## config.mk

```make
export PLATFORM = sky130hd
export DESIGN_NAME = tcc_channel
export DESIGN_NICKNAME = d
export VERILOG_FILES = /design/src/shared/tcc_pkg.sv /design/src/design/tcc_channel.sv
export SDC_FILE = /design/constraint.sdc
export NUM_CORES = 1
export LEC_CHECK = 0
export ABC_AREA = 0
export BUFFER_PORTS_ARGS = -buffer_cell sky130_fd_sc_hd__buf_2
export CAP_MARGIN = 20
export CORE_MARGIN = 2
export CORE_UTILIZATION = 40
export CTS_CLUSTER_DIAMETER = 60
export DETAILED_ROUTE_END_ITERATION = 16
export PLACE_DENSITY = 0.57
export REMOVE_ABC_BUFFERS = 1
export SETUP_SLACK_MARGIN = 0.15
export SLEW_MARGIN = 10
export SYNTH_ARGS = -nofsm -noshare
export SYNTH_HDL_FRONTEND = slang
export SYNTH_SLANG_ARGS = --single-unit
```

## constraint.sdc

```tcl
create_clock -name ref_clk -period 3.2 [get_ports ref_clk]
set_input_delay 0.32 -clock ref_clk [delete_from_list [all_inputs] [get_ports ref_clk]]
set_output_delay 0.32 -clock ref_clk [all_outputs]
set_load 0.01 [all_outputs]
```

## src/shared/tcc_pkg.sv

```systemverilog
// constants and types for the timer channel control block
// Summary of operation
// RULE1: input capture sets the event flag on each selected pin edge
// RULE2: output compare and edge PWM set the flag on counter equal value
// RULE3: center PWM sets the flag on every match, counting up or down
// RULE4: interrupt request while flag and interrupt enable are set; reset clears enable
// RULE5: flag clears only by a read with flag set, then writing zero
// RULE6: an event between that read and write restarts the clear sequence
// RULE7: writing one to the flag does nothing; reset clears the flag
// RULE8: center select clear and upper mode bit set gives edge PWM
// RULE9: with both clear, lower mode bit picks capture (0) or compare (1)
// RULE10: edge/level field 00 releases the pin whatever the mode
// RULE11: capture edges: 01 rising, 10 falling, 11 either
// RULE12: compare action: 00 none, 01 toggle, 10 drive low, 11 drive high
// RULE13: edge PWM: 10 high-true cleared on compare, x1 low-true set
// RULE14: center select makes all center PWM; 10 clears on up match, x1 sets
// RULE15: entering capture may flag a spurious edge unless pin was stable
// RULE16: software should clear flags after reconfiguring, before enabling interrupts
// RULE17: center select makes the counter count up and down, else up only
// RULE18: an active capture edge copies the counter into the channel value
// RULE19: the interrupt request is a level held until flag or enable clears
package tcc_pkg;
    localparam int AW = 4;
    localparam int DW = 8;
    localparam int CW = 16;
    localparam int NSTS = 3;
    // register indices
    localparam logic [AW-1:0] A_CSC  = 4'h0;
    localparam logic [AW-1:0] A_MCTL = 4'h1;
    localparam logic [AW-1:0] A_VALH = 4'h2;
    localparam logic [AW-1:0] A_VALL = 4'h3;
    localparam logic [AW-1:0] A_MODH = 4'h4;
    localparam logic [AW-1:0] A_MODL = 4'h5;
    localparam logic [AW-1:0] A_CNTH = 4'h6;
    localparam logic [AW-1:0] A_CNTL = 4'h7;
    localparam logic [AW-1:0] A_STS  = 4'h8;
    localparam logic [AW-1:0] A_CLR  = 4'h9;
    localparam logic [AW-1:0] A_IEN  = 4'ha;
    // channel_status_control fields
    localparam int B_FLAG = 7;
    localparam int B_IE   = 6;
    localparam int B_MSHI = 5;
    localparam int B_MSLO = 4;
    localparam int B_ELSH = 3;
    localparam int B_ELSL = 2;
    // module control fields
    localparam int B_CAS = 5;
    localparam int B_RUN = 0;
    // event status bits
    localparam int S_CAP = 0;
    localparam int S_CMP = 1;
    localparam int S_OVF = 2;
    // edge/level encodings
    localparam logic [1:0] ELS_OFF  = 2'h0;
    localparam logic [1:0] ELS_RISE = 2'h1;
    localparam logic [1:0] ELS_FALL = 2'h2;
    localparam logic [1:0] ELS_BOTH = 2'h3;
    localparam logic [CW-1:0] CNT_ZERO = 16'h0000;
    localparam logic [CW-1:0] CNT_ONE  = 16'h0001;
    localparam logic [CW-1:0] CNT_FULL = 16'hffff;
    localparam logic [DW-1:0] D_ZERO   = 8'h00;
    typedef enum logic [2:0] {MD_OFF, MD_IC, MD_OC, MD_EPWM, MD_CPWM} tcc_mode_e;
endpackage

```

## src/design/tcc_channel.sv

```systemverilog
// one timer channel with its counter, mode decode, flag and register port
`timescale 1ns/100ps
module tcc_channel (
    input  wire logic                     ref_clk,
    input  wire logic                     arst_n,
    input  wire logic                     ce,
    input  wire logic [tcc_pkg::AW-1:0]   addr,
    input  wire logic [tcc_pkg::DW-1:0]   wdata,
    input  wire logic                     wr_en,
    input  wire logic                     rd_en,
    output logic      [tcc_pkg::DW-1:0]   rdata,
    input  wire logic                     pin_in,
    output logic                          pin_out,
    output logic                          pin_oe,
    output logic                          irq
);
    import tcc_pkg::*;

    typedef struct packed {
        logic [CW-1:0]   cnt;
        logic            dir_up;
        logic [CW-1:0]   val;
        logic [CW-1:0]   modv;
        logic            flag;
        logic            ie;
        logic            mshi;
        logic            mslo;
        logic [1:0]      els;
        logic            cas;
        logic            run;
        logic            armed;
        logic            pin_q;
        logic [NSTS-1:0] sts;
        logic [NSTS-1:0] ien;
        logic            pout;
        logic            poe;
        logic            irq;
        logic [DW-1:0]   rdata;
    } tcc_state_s;

    tcc_state_s s_ff;
    tcc_state_s nxt_s;
    tcc_mode_e  mode;
    logic [CW-1:0] top;
    logic       match;
    logic       ovf;
    logic       rise;
    logic       fall;
    logic       cap_evt;
    logic       ch_evt;
    logic       csc_wr;
    logic       csc_rd;

    // mode decode from center select, mode bits and edge/level field
    always_comb begin
        if (s_ff.els == ELS_OFF) begin
            mode = MD_OFF;                         // [RULE10]
        end else if (s_ff.cas) begin
            mode = MD_CPWM;                        // [RULE14]
        end else if (s_ff.mshi) begin
            mode = MD_EPWM;                        // [RULE8]
        end else if (s_ff.mslo) begin
            mode = MD_OC;                          // [RULE9]
        end else begin
            mode = MD_IC;                          // [RULE9]
        end
    end

    // event detection; pin_q is sampled in every mode so a mode change sees no stale edge
    always_comb begin
        top     = (s_ff.modv == CNT_ZERO) ? CNT_FULL : s_ff.modv;
        match   = s_ff.run && (s_ff.cnt == s_ff.val);
        rise    = pin_in && !s_ff.pin_q;           // [RULE15]
        fall    = !pin_in && s_ff.pin_q;
        cap_evt = (mode == MD_IC) &&
                  ((s_ff.els[0] && rise) || (s_ff.els[1] && fall)); // [RULE11]
        ovf     = s_ff.run && (s_ff.cnt == top) && (!s_ff.cas || s_ff.dir_up);
        ch_evt  = cap_evt || (match && (mode != MD_IC)); // [RULE1] [RULE2] [RULE3]
        csc_wr  = wr_en && (addr == A_CSC);
        csc_rd  = rd_en && (addr == A_CSC);
    end

    // next state
    always_comb begin
        nxt_s       = s_ff;
        nxt_s.pin_q = pin_in;
        // counter: up only, or up and down with center select
        if (s_ff.run) begin
            if (!s_ff.cas) begin
                nxt_s.dir_up = 1'b1;
                nxt_s.cnt = (s_ff.cnt == top) ? CNT_ZERO : s_ff.cnt + CNT_ONE; // [RULE17]
            end else if (s_ff.dir_up) begin
                if (s_ff.cnt == top) begin
                    nxt_s.dir_up = 1'b0;           // [RULE17]
                    nxt_s.cnt    = s_ff.cnt - CNT_ONE;
                end else begin
                    nxt_s.cnt = s_ff.cnt + CNT_ONE;
                end
            end else if (s_ff.cnt == CNT_ZERO) begin
                nxt_s.dir_up = 1'b1;
                nxt_s.cnt    = CNT_ONE;
            end else begin
                nxt_s.cnt = s_ff.cnt - CNT_ONE;
            end
        end
        // register writes
        if (wr_en) begin
            if (addr == A_CSC) begin
                nxt_s.ie   = wdata[B_IE];
                nxt_s.mshi = wdata[B_MSHI];
                nxt_s.mslo = wdata[B_MSLO];
                nxt_s.els  = wdata[B_ELSH:B_ELSL];
            end else if (addr == A_MCTL) begin
                nxt_s.cas = wdata[B_CAS];
                nxt_s.run = wdata[B_RUN];
            end else if (addr == A_VALH) begin
                nxt_s.val[CW-1:DW] = wdata;
            end else if (addr == A_VALL) begin
                nxt_s.val[DW-1:0] = wdata;
            end else if (addr == A_MODH) begin
                nxt_s.modv[CW-1:DW] = wdata;
            end else if (addr == A_MODL) begin
                nxt_s.modv[DW-1:0] = wdata;
            end else if (addr == A_CNTH || addr == A_CNTL) begin
                nxt_s.cnt    = CNT_ZERO;           // any write restarts the counter
                nxt_s.dir_up = 1'b1;
            end else if (addr == A_CLR) begin
                nxt_s.sts = s_ff.sts & ~wdata[NSTS-1:0];
            end else if (addr == A_IEN) begin
                nxt_s.ien = wdata[NSTS-1:0];
            end
        end
        // capture copies the counter, winning over a value write
        if (cap_evt) begin
            nxt_s.val = s_ff.cnt;                  // [RULE18]
        end
        // flag clear sequence: read with flag set arms, zero write clears
        if (csc_rd && s_ff.flag) begin
            nxt_s.armed = 1'b1;                    // [RULE5]
        end
        if (csc_wr && !wdata[B_FLAG] && s_ff.armed) begin
            nxt_s.flag  = 1'b0;                    // [RULE5] [RULE7]
            nxt_s.armed = 1'b0;
        end
        if (ch_evt) begin
            nxt_s.flag  = 1'b1;                    // [RULE6]
            nxt_s.armed = 1'b0;                    // [RULE6]
        end
        // sticky event status, set beats clear
        nxt_s.sts = nxt_s.sts | {ovf, match && (mode != MD_IC), cap_evt};
        // pin action
        nxt_s.poe = (mode != MD_OFF) && (mode != MD_IC) &&
                    !((mode == MD_OC) && (s_ff.els == ELS_OFF)); // [RULE10]
        case (mode)
            MD_OC: begin
                if (match) begin
                    case (s_ff.els)                // [RULE12]
                        ELS_RISE: nxt_s.pout = !s_ff.pout;
                        ELS_FALL: nxt_s.pout = 1'b0;
                        ELS_BOTH: nxt_s.pout = 1'b1;
                        default:  nxt_s.pout = s_ff.pout;
                    endcase
                end
            end
            MD_EPWM: begin
                if (match) begin
                    nxt_s.pout = s_ff.els[0];      // [RULE13]
                end else if (s_ff.run && s_ff.cnt == CNT_ZERO) begin
                    nxt_s.pout = !s_ff.els[0];     // [RULE13]
                end
            end
            MD_CPWM: begin
                if (match) begin
                    nxt_s.pout = s_ff.dir_up ? s_ff.els[0] : !s_ff.els[0]; // [RULE14]
                end
            end
            default: begin
                nxt_s.pout = s_ff.pout;
            end
        endcase
        // level interrupt from flag and from enabled status bits
        nxt_s.irq = (nxt_s.flag && nxt_s.ie) || (|(nxt_s.sts & nxt_s.ien)); // [RULE4] [RULE19]
        // read data, present only in the cycle after the strobe
        nxt_s.rdata = D_ZERO;
        if (rd_en) begin
            if (addr == A_CSC) begin
                nxt_s.rdata = {s_ff.flag, s_ff.ie, s_ff.mshi, s_ff.mslo, s_ff.els, 2'b00};
            end else if (addr == A_MCTL) begin
                nxt_s.rdata[B_CAS] = s_ff.cas;
                nxt_s.rdata[B_RUN] = s_ff.run;
            end else if (addr == A_VALH) begin
                nxt_s.rdata = s_ff.val[CW-1:DW];
            end else if (addr == A_VALL) begin
                nxt_s.rdata = s_ff.val[DW-1:0];
            end else if (addr == A_MODH) begin
                nxt_s.rdata = s_ff.modv[CW-1:DW];
            end else if (addr == A_MODL) begin
                nxt_s.rdata = s_ff.modv[DW-1:0];
            end else if (addr == A_CNTH) begin
                nxt_s.rdata = s_ff.cnt[CW-1:DW];
            end else if (addr == A_CNTL) begin
                nxt_s.rdata = s_ff.cnt[DW-1:0];
            end else if (addr == A_STS) begin
                nxt_s.rdata[NSTS-1:0] = s_ff.sts;
            end else if (addr == A_IEN) begin
                nxt_s.rdata[NSTS-1:0] = s_ff.ien;
            end
        end
    end

    // state register; clock enable freezes everything
    always_ff @(posedge ref_clk or negedge arst_n) begin
        if (!arst_n) begin
            s_ff        <= '0;                     // [RULE4] [RULE7]
            s_ff.dir_up <= 1'b1;
        end else if (ce) begin
            s_ff <= nxt_s;
        end
    end

    // outputs straight from the state register
    assign rdata   = s_ff.rdata;
    assign pin_out = s_ff.pout;
    assign pin_oe  = s_ff.poe;
    assign irq     = s_ff.irq;
endmodule

```

==> results.toml <==
[run_status]
status = "complete, no violations"

[clocking]
clkSinkCount = 76
cts_tree = "done"
clk_pin_slew_ns = 0.06
clk_latency_ns = 0.35
cts_root_buf = "clkbuf_16"
cts_made_buffers = 9
clk_path_buf_depth = 2
htreeDepth = 3

[worst_setup_path]
r2r-end = "pin_out"
arrival_ns = 3.25
endpoint_kind = "flip-flop"
r2r_start = "s_ff[66]"
critical_path_required_ns = 3.49
crit_fanout = 13
r2r_slack_ns = 0.25
rr_worst_depth = 9
start_kind = "flip-flop"
worstSetupPathType = "flip-flop to flip-flop"

[timing]
fmax_mhz = 339
slew_violations = 0
setup_viol = 0
fin_tns_setup_ns = 0
period_share_pct = 92.3
rsz0062_at_grt = "yes"
finalHoldViolCount = 0
worst_clock_skew_ns = 0.00728
worstMarginPinSlew_ns = 1.02
slew_headroom_pct = 31.6
min_period_ns = 2.95

[final_layout]
multi_input_area_mm2 = 0.00332
fill_cells = 1305
syn_to_final_growth_pct = 15.7
num_antenna_cells = 0
final_util_pct = 47.8
drive_gt1_share_pct = 21.8
layout.cells.non_filler = 861
nNetsFinal = 703
final_cell_mix = "dfrtp_1, nand2_1, buf_4"
seqCellArea_mm2 = 0.00190
layout_commonest_cell = "dfrtp_1"

[synthesis]
synthFlopType = "dfrtp_1"
netlist_area_mm2 = 0.00552
syn_inst = 641
syn-mean-instance-area_um2 = 8.61
synth_cell_types = 70
ys_seq_area_share_pct = 34.5
synth_edf_count = 0
synth-seq-cells = 76
synthArstFlopShare_pct = 100
yosysWarnings = 0

[power]
ir_worst_vdd_v = 0.000255
p_per_area_mw_per_mm2 = 622
leakagePower_uw = 0.00273
finalPower_uw = 3970

[floorplanning]
fp.dieH_um = 121
core-area_mm2 = 0.0133
initial_core_util_pct = 41.3
io_pins = 29
num_rows = 42
die-area_mm2 = 0.0148
die_width_um = 121

[detailed_routing]
drt_iter0_markers = 624
wl_per_cell_um = 22.7
vias = 5446
viasPerCell = 6.33
ant_nets = 0
drc = 0
drt_wl_total_mm = 19.5
drtPass1Iterations = 5

[place]
place_inst = 840
gp_congestion = 0.974
io_buffers = 28
dp_hpwl_mm = 14.4

[hold_path]
min_to = "s_ff[17]"
min_path_type = "input port to flip-flop"
whs_path_depth = 2
min_from = "pin_in"

[job]
maxCapViolCount = 0

[global_routing]
grt_pass1_vias = 5375
grt_use_total_pct = 28.0
grt_max_degree = 77
grt-ovfl-total = 0
antenna_found_initial = 0
grt_pass1_wl_mm = 31.1
## kinds of logic after synthesis
family | share of synthesized area [%]
flops | 34.5
xor+xnor | 4.13
fa+ha+maj | 1.13
compound gates | 23.4
mux | 8.80
simple gates | 22.2
buf+inv | 5.83
## worst max path at each step
stage,from,end,slack [ns]
CTS,s_ff[67],s_ff[62],0.19
detailed placement,s_ff[39],s_ff[73],0.10
global route,s_ff[69],s_ff[62],0.12
floorplan,s_ff[20],s_ff[51],0.16
finish,s_ff[66],pin_out,0.25
global placement,s_ff[37],s_ff[74],0.24
## per-stage QoR
step | instance area [um2] | hold WS, ns | setup slack (ns)
4_1_cts | 6300 | 0.178 | 0.195
2_1_floorplan | 5260 | 0.0244 | 0.160
3_5_place_dp | 5980 | 0.470 | 0.103
6_report | 6380 | 0.227 | 0.248
5_1_grt | 6380 | 0.239 | 0.123
3_3_place_gp | 5980 | 0.466 | 0.245
## repair_timing
| action | in CTS | in global routing |
|---|---|---|
| pin swaps | 0 | 2 |
| gates resized for setup | 1 | 6 |
| endpoints found under the hold margin | 0 | 20 |
| endpoints found under the setup margin | 2 | 8 |
| buffers inserted | 0 | 3 |
| hold buffers | 0 | 1 |
## layout make-up
class	count	area share [%]
flip-flops and latches	76	29.8
well taps	176	3.45
inverters	18	1.06
multi-input cells	495	52.1
clock inverters	5	0.921
clock buffers	11	3.96
repair buffers	80	8.70
## flip-flops by register name, indices dropped and copies added, names as in the netlist
signal and cells:
s_ff 65, rdata 8, irq 1, pin_oe 1
pin_out 1
## per-layer routing
layer	share of wire, %	track usage, %	vias up
li1	-	-	2448
met1	43	37.8	2643
met2	44	42.4	301
met3	7.9	5.64	54
met4	5.0	14.6	0
met5	0	0	-
## power by group
| group | leakage [uW] | total (uW) | switching [uW] | internal (uW) |
|---|---|---|---|---|
| registers | 0.000962 | 1360 | 219 | 1140 |
| clock network | 0.000148 | 1080 | 435 | 648 |
| logic | 0.00162 | 1520 | 883 | 641 |
| total | 0.00273 | 3970 | 1540 | 2430 |
## critical path, stage by stage (launching register included)
cell      delay, ns
dfrtp_1        0.45
buf_4          0.21
or4_4          0.46
or4_4          0.49
nor4_4         0.36
nand2_1        0.16
a211oi_1       0.29
o21ai_0        0.18
nor2b_1        0.15
o22a_1         0.14
## Yosys cell counts (all sizes together) (3+ instances only)
master | n | area share [%]
o21ai | 50 | 4.5
a221oi | 7 | 1.5
nand3 | 23 | 2.1
a2bb2oi | 3 | 0.48
o2bb2ai | 5 | 0.79
a21o | 3 | 0.41
nand2b | 10 | 1.1
o21bai | 5 | 0.68
a32oi | 3 | 0.48
a22oi | 22 | 3.1
nor4 | 20 | 2.7
o22ai | 5 | 0.57
o31ai | 4 | 0.54
nor3b | 5 | 0.77
or3 | 3 | 0.34
nor2b | 31 | 3.5
o221ai | 3 | 0.48
mux2 | 24 | 4.9
nand2 | 59 | 4.0
a31oi | 4 | 0.45
xnor2 | 6 | 0.95
buf | 22 | 2.6
a211oi | 4 | 0.54
nand4 | 5 | 0.68
nor2 | 50 | 3.4
mux4 | 6 | 2.4
o21a | 3 | 0.41
dfrtp | 75 | 34
a21oi | 32 | 2.9
clkbuf | 30 | 2.0
inv | 17 | 1.2
mux2i | 8 | 1.5
and3 | 7 | 0.79
o211ai | 5 | 0.68
a41oi | 4 | 0.77
a22o | 4 | 0.63
nor3 | 15 | 1.4
ha | 5 | 1.1
or4 | 5 | 0.68
o2111ai | 4 | 0.63
xor2 | 20 | 3.2
Note: power is estimated with default switching activity, not from simulation.
